**config.mk**
```make
export PLATFORM = sky130hd
export DESIGN_NAME = mam_addr_meas
export DESIGN_NICKNAME = d
export VERILOG_FILES = /design/src/mam_pkg.sv /design/src/mam_addr_meas.sv
export SDC_FILE = /design/constraint.sdc
export NUM_CORES = 2
export LEC_CHECK = 0
export ABC_AREA = 0
export BUFFER_PORTS_ARGS = -buffer_cell sky130_fd_sc_hd__buf_4
export CAP_MARGIN = 20
export CORE_ASPECT_RATIO = 1.25
export CORE_UTILIZATION = 60
export CTS_CLUSTER_DIAMETER = 60
export DETAILED_ROUTE_END_ITERATION = 16
export HOLD_SLACK_MARGIN = 0.12
export PLACE_DENSITY = 0.77
export SLEW_MARGIN = 5
export SYNTH_ARGS = -nofsm -noshare
export SYNTH_HDL_FRONTEND = slang
export SYNTH_SLANG_ARGS = --single-unit
```
**constraint.sdc**
```tcl
create_clock -name clk -period 21.5 [get_ports clk]
set_input_delay 4.3 -clock clk [delete_from_list [all_inputs] [get_ports clk]]
set_output_delay 4.3 -clock clk [all_outputs]
set_load 0.05 [all_outputs]
```
**src/mam_pkg.sv**
```systemverilog
// shared constants and carrier types for the serial address and measurement block
`default_nettype none

package mam_pkg;

    // ----------------------------------------------------------------
    // register bus geometry
    // ----------------------------------------------------------------
    localparam int BUS_ADDR_W = 8;                 // byte address width
    localparam int BUS_DATA_W = 32;                // data width
    localparam int BUS_BE_W = 4;                   // byte enable width

    // ----------------------------------------------------------------
    // register byte offsets
    // ----------------------------------------------------------------
    localparam logic [7:0] REG_CFG_ONE = 8'h00;    // oem_config_one
    localparam logic [7:0] REG_CFG_TWO = 8'h04;    // oem_config_two
    localparam logic [7:0] REG_CFG_THREE = 8'h08;  // oem_config_three
    localparam logic [7:0] REG_CFG_FIVE = 8'h0C;   // oem_config_five
    localparam logic [7:0] REG_STATUS = 8'h10;     // effective address and straps
    localparam logic [7:0] REG_TEMP = 8'h20;       // temperature_result
    localparam logic [7:0] REG_VOLT = 8'h24;       // supply_voltage_result
    localparam logic [7:0] REG_BIAS = 8'h28;       // bias_result_high:bias_result_low
    localparam logic [7:0] REG_TXP = 8'h2C;        // tx_power_result_high:low
    localparam logic [7:0] REG_RXP = 8'h30;        // rx_power_result_high:low
    localparam logic [7:0] REG_CAL_BASE = 8'h40;   // first calibration constant word
    localparam logic [7:0] REG_CAL_SPAN = 8'h20;   // bytes covered by the constants

    // ----------------------------------------------------------------
    // field positions and reset values
    // ----------------------------------------------------------------
    localparam int CFG1_REF_BIT = 0;               // monitor_ref_select
    localparam int CFG2_ADDR_LSB = 4;              // single-mode address field [7:4]
    localparam int CFG3_INTERNAL_CAL_SELECT_BIT = 0;            // internal_cal_select
    localparam int CFG5_MULTI_BIT = 3;             // multipart enable
    localparam int SER_STRAP_LO_BIT = 3;           // address bit fed by first strap
    localparam int SER_STRAP_HI_BIT = 4;           // address bit fed by second strap
    localparam logic [7:0] CFG1_RST = 8'h00;
    localparam logic [7:0] CFG2_RST = 8'hA0;       // factory address A0
    localparam logic [7:0] CFG3_RST = 8'h00;       // external calibration
    localparam logic [7:0] CFG5_RST = 8'h00;       // multipart off
    localparam logic [15:0] CAL_SLOPE_RST = 16'h0100;  // slope of one, 8.8 format
    localparam logic [15:0] CAL_OFFSET_RST = 16'h0000; // offset of zero

    // ----------------------------------------------------------------
    // converter channels, calibration sets and result masks
    // ----------------------------------------------------------------
    localparam logic [2:0] CH_TEMP = 3'h0;
    localparam logic [2:0] CH_VOLT = 3'h1;
    localparam logic [2:0] CH_BIAS = 3'h2;
    localparam logic [2:0] CH_TXP = 3'h3;
    localparam logic [2:0] CH_RXP = 3'h4;
    localparam int CAL_WORDS = 8;                  // slope,offset for four channels
    localparam logic [1:0] SET_VOLT = 2'h0;
    localparam logic [1:0] SET_BIAS = 2'h1;
    localparam logic [1:0] SET_TXP = 2'h2;
    localparam logic [1:0] SET_RXP = 2'h3;
    localparam logic [15:0] MASK_HIGH_BYTE = 16'hFF00; // low byte reads zero
    localparam logic [15:0] MASK_RX = 16'hFFF0;        // low byte counts in sixteenths

    // ----------------------------------------------------------------
    // carriers
    // ----------------------------------------------------------------
    typedef struct packed {
        logic valid;          // one-cycle conversion strobe
        logic [2:0] channel;  // which measurement
        logic [15:0] data;    // raw converter word, left aligned
    } mam_conv_t;

    typedef struct packed {
        logic valid;          // one-cycle address strobe
        logic [7:0] addr;     // received address byte, bit 0 is read/write
    } mam_ser_req_t;

endpackage

`default_nettype wire

```
**src/mam_addr_meas.sv**
```systemverilog
// serial address selection, calibration mode and measurement result formatting
//
// Overview of operation
// - multipart mode takes address bits from straps
// - factory address A0, multipart enable cleared
// - single-mode address field in config two
// - calibration select defaults external, one internal
// - temperature stored as received, voltage too in external mode
// - bias low byte zero in external mode, high byte stored as received
// - transmit power low byte zero in external mode, high stored as received
// - monitor reference chosen by config one bit
// - receive power spans two bytes, sixteenths in external mode
// - calibration constants stored and readable back
// - internal mode corrects all results but temperature before storing
//
// Chosen here: the address map and the Avalon-MM slave port.
`timescale 1ns/1ps
`default_nettype none

module mam_addr_meas #(
    parameter int DATA_W = 16
) (
    input wire logic clk,
    input wire logic srst,
    input wire logic [mam_pkg::BUS_ADDR_W-1:0] address,
    input wire logic read,
    input wire logic write,
    input wire logic [mam_pkg::BUS_DATA_W-1:0] writedata,
    input wire logic [mam_pkg::BUS_BE_W-1:0] byteenable,
    output logic [mam_pkg::BUS_DATA_W-1:0] readdata,
    output logic waitrequest,
    input wire logic strap_addr_lo,
    input wire logic strap_addr_hi,
    input wire mam_pkg::mam_conv_t conv,
    input wire mam_pkg::mam_ser_req_t ser_req,
    output logic ser_resp_valid,
    output logic ser_ack,
    output logic monitor_ref_select,
    output logic internal_cal_select
);

    // ----------------------------------------------------------------
    // elaboration checks
    // ----------------------------------------------------------------
    // the result formats assume a sixteen-bit left-aligned word
    if (DATA_W != 16) begin : g_bad_width
        $error("mam_addr_meas: DATA_W must be 16");
    end

    // ----------------------------------------------------------------
    // functions
    // ----------------------------------------------------------------
    // merge byte lanes 0 and 1 of a write into a 16-bit field
    function automatic logic [15:0] merge16(input logic [15:0] old_val,
                                            input logic [31:0] wdata,
                                            input logic [3:0] be);
        logic [15:0] res;
        res = old_val;
        if (be[0]) begin
            res[7:0] = wdata[7:0];
        end
        if (be[1]) begin
            res[15:8] = wdata[15:8];
        end
        return res;
    endfunction

    // slope (8.8 unsigned) times sample, rounded, plus signed offset, clamped
    function automatic logic [15:0] cal_apply(input logic [15:0] sample,
                                              input logic [15:0] slope,
                                              input logic [15:0] offset);
        logic [31:0] prod;
        logic [17:0] sum;
        logic [15:0] res;
        prod = sample * slope;
        sum = {2'b00, prod[23:8]} + {17'h00000, prod[7]} + {{2{offset[15]}}, offset};
        if (sum[17]) begin
            // negative result clamps to zero
            res = 16'h0000;
        end else if (sum[16] || (prod[31:24] != 8'h00)) begin
            // overflow clamps to full scale
            res = 16'hFFFF;
        end else begin
            res = sum[15:0];
        end
        return res;
    endfunction

    // ----------------------------------------------------------------
    // state declarations
    // ----------------------------------------------------------------
    logic [7:0] cfg_one_ff, nxt_cfg_one;        // holds monitor reference bit
    logic [7:0] cfg_two_ff, nxt_cfg_two;        // holds single-mode address
    logic [7:0] cfg_three_ff, nxt_cfg_three;    // holds calibration select
    logic [7:0] cfg_five_ff, nxt_cfg_five;      // holds multipart enable
    logic [15:0] cal_ff [mam_pkg::CAL_WORDS];   // calibration constants
    logic [15:0] nxt_cal [mam_pkg::CAL_WORDS];
    logic wait_ff, nxt_wait;                    // waitrequest register
    logic [31:0] rdata_ff, nxt_rdata;           // read data register
    logic [15:0] temp_ff, nxt_temp;             // temperature_result
    logic [15:0] volt_ff, nxt_volt;             // supply_voltage_result
    logic [15:0] bias_ff, nxt_bias;             // bias_result_high:low
    logic [15:0] txp_ff, nxt_txp;               // tx_power_result_high:low
    logic [15:0] rxp_ff, nxt_rxp;               // rx_power_result_high:low
    logic [1:0] strap_ff, nxt_strap;            // sampled strap levels
    logic ack_ff, nxt_ack;                      // serial acknowledge
    logic resp_ff, nxt_resp;                    // serial answer strobe

    // ----------------------------------------------------------------
    // combinational helpers
    // ----------------------------------------------------------------
    logic req;                                  // a bus request is present
    logic wr_take;                              // write completes this edge
    logic in_cal;                               // address falls on constants
    logic [7:0] cal_rel;                        // byte offset into constants
    logic [2:0] cal_idx;                        // constant word index
    logic [7:0] eff_addr;                       // address answered on the bus
    logic multi_on;                             // multipart mode active
    logic internal_cal_select_on;                            // internal calibration active

    assign req = read | write;
    assign wr_take = write & ~wait_ff;
    assign cal_rel = address - mam_pkg::REG_CAL_BASE;
    assign in_cal = (address >= mam_pkg::REG_CAL_BASE) && (cal_rel < mam_pkg::REG_CAL_SPAN);
    assign cal_idx = cal_rel[4:2];
    assign multi_on = cfg_five_ff[mam_pkg::CFG5_MULTI_BIT];
    assign internal_cal_select_on = cfg_three_ff[mam_pkg::CFG3_INTERNAL_CAL_SELECT_BIT];

    // effective address: single-mode field, straps override two bits in multipart mode
    always_comb begin
        eff_addr = {cfg_two_ff[7:mam_pkg::CFG2_ADDR_LSB], 4'h0};
        if (multi_on) begin
            eff_addr[mam_pkg::SER_STRAP_LO_BIT] = strap_ff[0];
            eff_addr[mam_pkg::SER_STRAP_HI_BIT] = strap_ff[1];
        end
    end

    // ----------------------------------------------------------------
    // register bus and configuration: next values
    // ----------------------------------------------------------------
    // one wait cycle per access; writes land when waitrequest is low
    always_comb begin
        nxt_wait = ~(req & wait_ff);
        nxt_rdata = rdata_ff;
        nxt_cfg_one = cfg_one_ff;
        nxt_cfg_two = cfg_two_ff;
        nxt_cfg_three = cfg_three_ff;
        nxt_cfg_five = cfg_five_ff;
        for (int i = 0; i < mam_pkg::CAL_WORDS; i++) begin
            nxt_cal[i] = cal_ff[i];
        end
        // read data is captured in the wait cycle, shown in the answer cycle
        if (read && wait_ff) begin
            nxt_rdata = 32'h0000_0000;
            if (in_cal) begin
                nxt_rdata[15:0] = cal_ff[cal_idx];
            end else begin
                case (address)
                    mam_pkg::REG_CFG_ONE: begin
                        nxt_rdata[7:0] = cfg_one_ff;
                    end
                    mam_pkg::REG_CFG_TWO: begin
                        nxt_rdata[7:0] = cfg_two_ff;
                    end
                    mam_pkg::REG_CFG_THREE: begin
                        nxt_rdata[7:0] = cfg_three_ff;
                    end
                    mam_pkg::REG_CFG_FIVE: begin
                        nxt_rdata[7:0] = cfg_five_ff;
                    end
                    mam_pkg::REG_STATUS: begin
                        nxt_rdata[9:0] = {strap_ff, eff_addr};
                    end
                    mam_pkg::REG_TEMP: begin
                        nxt_rdata[15:0] = temp_ff;
                    end
                    mam_pkg::REG_VOLT: begin
                        nxt_rdata[15:0] = volt_ff;
                    end
                    mam_pkg::REG_BIAS: begin
                        nxt_rdata[15:0] = bias_ff;
                    end
                    mam_pkg::REG_TXP: begin
                        nxt_rdata[15:0] = txp_ff;
                    end
                    mam_pkg::REG_RXP: begin
                        nxt_rdata[15:0] = rxp_ff;
                    end
                    default: begin
                        nxt_rdata = 32'h0000_0000; // unmapped reads return zero
                    end
                endcase
            end
        end
        // writes take effect only on the edge that completes the access
        if (wr_take && in_cal) begin
            // constants stored, each byte lane on its own
            nxt_cal[cal_idx] = merge16(cal_ff[cal_idx], writedata, byteenable);
        end else if (wr_take && byteenable[0]) begin
            case (address)
                mam_pkg::REG_CFG_ONE: begin
                    nxt_cfg_one = writedata[7:0];
                end
                mam_pkg::REG_CFG_TWO: begin
                    nxt_cfg_two = writedata[7:0];
                end
                mam_pkg::REG_CFG_THREE: begin
                    nxt_cfg_three = writedata[7:0];
                end
                mam_pkg::REG_CFG_FIVE: begin
                    nxt_cfg_five = writedata[7:0];
                end
                default: begin
                    nxt_cfg_one = cfg_one_ff; // read-only and unmapped writes are dropped
                end
            endcase
        end
    end

    // register bus and configuration: registers
    always_ff @(posedge clk) begin
        if (srst) begin
            wait_ff <= 1'b1;
            rdata_ff <= 32'h0000_0000;
            cfg_one_ff <= mam_pkg::CFG1_RST;
            cfg_two_ff <= mam_pkg::CFG2_RST;
            cfg_three_ff <= mam_pkg::CFG3_RST;
            cfg_five_ff <= mam_pkg::CFG5_RST;
            for (int i = 0; i < mam_pkg::CAL_WORDS; i++) begin
                cal_ff[i] <= (i % 2 == 0) ? mam_pkg::CAL_SLOPE_RST : mam_pkg::CAL_OFFSET_RST;
            end
        end else begin
            wait_ff <= nxt_wait;
            rdata_ff <= nxt_rdata;
            cfg_one_ff <= nxt_cfg_one;
            cfg_two_ff <= nxt_cfg_two;
            cfg_three_ff <= nxt_cfg_three;
            cfg_five_ff <= nxt_cfg_five;
            for (int i = 0; i < mam_pkg::CAL_WORDS; i++) begin
                cal_ff[i] <= nxt_cal[i];
            end
        end
    end

    // ----------------------------------------------------------------
    // measurement results: next values
    // ----------------------------------------------------------------
    // each converter strobe updates the matching result word
    always_comb begin
        nxt_temp = temp_ff;
        nxt_volt = volt_ff;
        nxt_bias = bias_ff;
        nxt_txp = txp_ff;
        nxt_rxp = rxp_ff;
        if (conv.valid) begin
            case (conv.channel)
                mam_pkg::CH_TEMP: begin
                    nxt_temp = conv.data;
                end
                mam_pkg::CH_VOLT: begin
                    if (internal_cal_select_on) begin
                        nxt_volt = cal_apply(conv.data, cal_ff[2 * mam_pkg::SET_VOLT],
                                             cal_ff[2 * mam_pkg::SET_VOLT + 1]);
                    end else begin
                        nxt_volt = conv.data;
                    end
                end
                mam_pkg::CH_BIAS: begin
                    if (internal_cal_select_on) begin
                        nxt_bias = cal_apply(conv.data, cal_ff[2 * mam_pkg::SET_BIAS],
                                             cal_ff[2 * mam_pkg::SET_BIAS + 1]);
                    end else begin
                        nxt_bias = conv.data & mam_pkg::MASK_HIGH_BYTE;
                    end
                end
                mam_pkg::CH_TXP: begin
                    if (internal_cal_select_on) begin
                        nxt_txp = cal_apply(conv.data, cal_ff[2 * mam_pkg::SET_TXP],
                                            cal_ff[2 * mam_pkg::SET_TXP + 1]);
                    end else begin
                        nxt_txp = conv.data & mam_pkg::MASK_HIGH_BYTE;
                    end
                end
                mam_pkg::CH_RXP: begin
                    if (internal_cal_select_on) begin
                        nxt_rxp = cal_apply(conv.data, cal_ff[2 * mam_pkg::SET_RXP],
                                            cal_ff[2 * mam_pkg::SET_RXP + 1]);
                    end else begin
                        nxt_rxp = conv.data & mam_pkg::MASK_RX;
                    end
                end
                default: begin
                    nxt_temp = temp_ff; // unknown channel codes leave results alone
                end
            endcase
        end
    end

    // measurement results: registers
    always_ff @(posedge clk) begin
        if (srst) begin
            temp_ff <= 16'h0000;
            volt_ff <= 16'h0000;
            bias_ff <= 16'h0000;
            txp_ff <= 16'h0000;
            rxp_ff <= 16'h0000;
        end else begin
            temp_ff <= nxt_temp;
            volt_ff <= nxt_volt;
            bias_ff <= nxt_bias;
            txp_ff <= nxt_txp;
            rxp_ff <= nxt_rxp;
        end
    end

    // ----------------------------------------------------------------
    // serial address match: next values
    // ----------------------------------------------------------------
    // straps sampled every cycle; address compared without the r/w bit
    always_comb begin
        nxt_strap = {strap_addr_hi, strap_addr_lo};
        nxt_resp = ser_req.valid;
        nxt_ack = ser_req.valid && (ser_req.addr[7:1] == eff_addr[7:1]);
    end

    // serial address match: registers
    always_ff @(posedge clk) begin
        if (srst) begin
            strap_ff <= 2'h0;
            resp_ff <= 1'b0;
            ack_ff <= 1'b0;
        end else begin
            strap_ff <= nxt_strap;
            resp_ff <= nxt_resp;
            ack_ff <= nxt_ack;
        end
    end

    // ----------------------------------------------------------------
    // outputs
    // ----------------------------------------------------------------
    assign readdata = rdata_ff;
    assign waitrequest = wait_ff;
    assign ser_resp_valid = resp_ff;
    assign ser_ack = ack_ff;
    assign monitor_ref_select = cfg_one_ff[mam_pkg::CFG1_REF_BIT];
    assign internal_cal_select = internal_cal_select_on;

endmodule
`default_nettype wire

```
==> metrics <==
status=finished, final reports clean; Netlist Area Pre-Place=49,390 µm²; LEAKAGE=0.02456 µW; RD Place Congestion=1.056; share of the synthesized area in the top cell type=31.62%; initial antenna violation count=13; worst hold path type=register to register; CTS tree=built; skew final=0.03003 ns; Reg area=5225 µm²; vias=41.35k; Final Hold Vio Count=0; clock group share of total power=39.8%; Final Max Tran Viols=0; WS Path Type=input port to register; CP endpoint=volt_ff[4]$_SDFFE_PP0P_; RR Startpoint=cal_ff[0][2]$_SDFFE_PP0P_; Final min period=12.96 ns; Max clock buf depth=3; Mapped Cells=5,897; Sw Ratio=31.65%; flop-to-flop setup slack=12.40 ns; WHS=0.4542 ns; post-route ant nets=0; r2r endpoint=volt_ff[4]$_SDFFE_PP0P_; Post-Route WL=148,500 µm; io pins=116; first-pass GRT wire length=235,000 µm; slowest CP cell=buf_4; fin nets=7,064; drt drc=0; VDD IR max=0.04325 mV; post-CTS resize count=0; arrival time worst endpoint=13.38 ns; power per cell area=24.40 nW/µm²; setup ws final=8.543 ns; internal power=857.6 µW; Worst Path Required=21.92 ns; synth top area cells=fa_1 32%, ha_1 12%, dfxtp_1 11%, and2_1 7.3%, inv_1 7.3%; Async S/R FF share, synth=0%; Slew @ Worst Pin=1.108 ns; layout cell share with drive strength beyond 1=5.075%; largest net degree at the start of global routing=86; H-tree depth=1; Fmax achieved=77.18 MHz; Num CTS Buffers=24; TNS Setup=0 ns; Iteration-0 DRC Markers=3,465; gr usage total=36.36%; CP Capture Type=register; syn avg cell area=8.375 µm²; Die W=258.6 µm; most area-hungry cell type in the Yosys netlist=fa_1; core area=81,540 µm²; Place WS=8.177 ns; flop and latch count out of synthesis=261; commonest non-fill, non-tap cell in the layout=inv_1; RSZ-0062 raised after global routing=false; Chip Height=322.8 µm; endpoints failing setup=0; FF-to-FF path depth=28; Overflow after GRT=0; Die Area=83,470 µm²; CP max FO=42; # port buffers=80; Worst-Skew Late Latency=0.56 ns; row cnt=117; crit path launch=conv[6]; fillcell total=6,938; vias per inst=6.055; delay of the slowest cell on the worst path=0.60 ns; most used cell, CP=fa_1; clock sink count=261; vias in the first global route=43.10k; total of max-cap violations=0; first-pass iteration count of the detailed router=8; Routed wire per std cell=21.74 µm; CP Launch Type=input port; Starting Density=60.57%; register area share after synthesis=10.58%; area of the multi-input gates=39,260 µm²; Seq pwr share=39.4%; yosys warns=0; Area growth syn-to-layout=4.114%; Synth cell types=92; number of synthesized flops with an enable pin=0; dpl hpwl=112,200 µm; part of the cycle the worst path needs=60.26%; Comb pwr share=20.8%; Reg clk slew, reported paths=0.07 ns; switching pwr=397.1 µW; Worst slew margin=25.85%; most common flop cell mapped by yosys=dfxtp_1; clk root buf=clkbuf_16; most frequent cells in the layout=959 x inv_1, 929 x nand2_1, 780 x fa_1; Hold-fix buffers, CTS=0; setup bufs post-CTS=0
metrics by stage:
stage               cell area [µm²]  std cells  utilization (%)  power, µW
finish                        51420       6829            63.06       1255
CTS                           51400       6824            63.04       1243
global route                  51410       6826            63.05       1284
floorplan                     49440       5912                -      666.9
detailed placement            50500       6781            61.93      758.7
global placement              50500       6781            61.93      755.0
power groups by stage:
stage	clock network [µW]	logic (µW)	registers (µW)
5_1_grt	511	278	495
6_report	499	261	495
3_5_place_dp	0	253	506
3_3_place_gp	0	249	506
4_1_cts	494	255	494
2_1_floorplan	0	157	510
worst max-delay path: cells and delay by family:
kind | cells | cell delay [ns]
AOI/OAI and AO/OA | 8 | 2.15
xor gates and xnor gates | 1 | 0.28
adders and majority gates | 8 | 3.51
buffers and inverters | 6 | 1.30
muxes | 1 | 0.15
and+or+nand+nor | 7 | 1.61
state kept, by name, indices dropped and copies added (netlist names):
register and cells:
bias_ff 16, cal_ff 128, cfg_five_ff 8, cfg_one_ff 8
cfg_three_ff 8, cfg_two_ff 8, readdata 16, rxp_ff 16
ser_ack 1, ser_resp_valid 1, strap_ff 2, temp_ff 16
txp_ff 16, volt_ff 16, waitrequest 1
cell families (layout without fill, tap and decap cells):
logic type | Yosys count | after routing | synth area share [%]
other | 1 | 20 | 0.007593
xor gates and xnor gates | 148 | 148 | 2.640
buffers and inverters | 1305 | 1147 | 10.07
muxes | 82 | 82 | 2.566
and+or+nand+nor | 1970 | 1970 | 19.37
AOI/OAI and AO/OA | 882 | 882 | 11.30
adders and majority gates | 1248 | 1248 | 43.47
DFF | 261 | 261 | 10.58
cell usage after synthesis, drive strengths merged, types with 72 or more instances:
cell type and count:
inv 959, o21ai 153, and2 581, fa 780, a21oi 353, clkbuf 310
nand2 929, dfxtp 261, nor2 158, xnor2 96, nand3 72, ha 468
area by class of cell:
| cell class | count | share of cell area (%) |
|---|---|---|
| Sequential cell | 261 | 10.16 |
| Timing Repair Buffer | 143 | 2.095 |
| Multi-Input combinational cell | 4346 | 76.34 |
| Tap cell | 1071 | 2.606 |
| Inverter | 961 | 7.015 |
| Clock buffer | 32 | 1.385 |
| Antenna cell | 4 | 0.01947 |
| Clock inverter | 11 | 0.3747 |
per-layer routing:
metal | share of wire [%] | vias to the layer above | track usage, %
li1 | - | 18360 | -
met1 | 37 | 20590 | 43.74
met2 | 48 | 1811 | 61.32
met3 | 8.3 | 576 | 5.406
met4 | 7.1 | 14 | 22.47
met5 | 0.058 | - | 0
worst min path at each step:
stage,end,depth (start not counted),slack (ns),startpoint
after CTS,temp_ff[11]$_SDFFE_PP0P_,2,0.46,temp_ff[11]$_SDFFE_PP0P_
after floorplan,rxp_ff[3]$_SDFFE_PP0P_,2,0.43,rxp_ff[3]$_SDFFE_PP0P_
after global routing,temp_ff[15]$_SDFFE_PP0P_,2,0.47,temp_ff[15]$_SDFFE_PP0P_
after detailed placement,waitrequest$_SDFF_PP1_,1,0.44,waitrequest$_SDFF_PP1_
after global placement,waitrequest$_SDFF_PP1_,1,0.43,waitrequest$_SDFF_PP1_
final,readdata[14]$_SDFFE_PP0P_,2,0.45,temp_ff[14]$_SDFFE_PP0P_
Note: power is estimated with default switching activity, not from simulation.
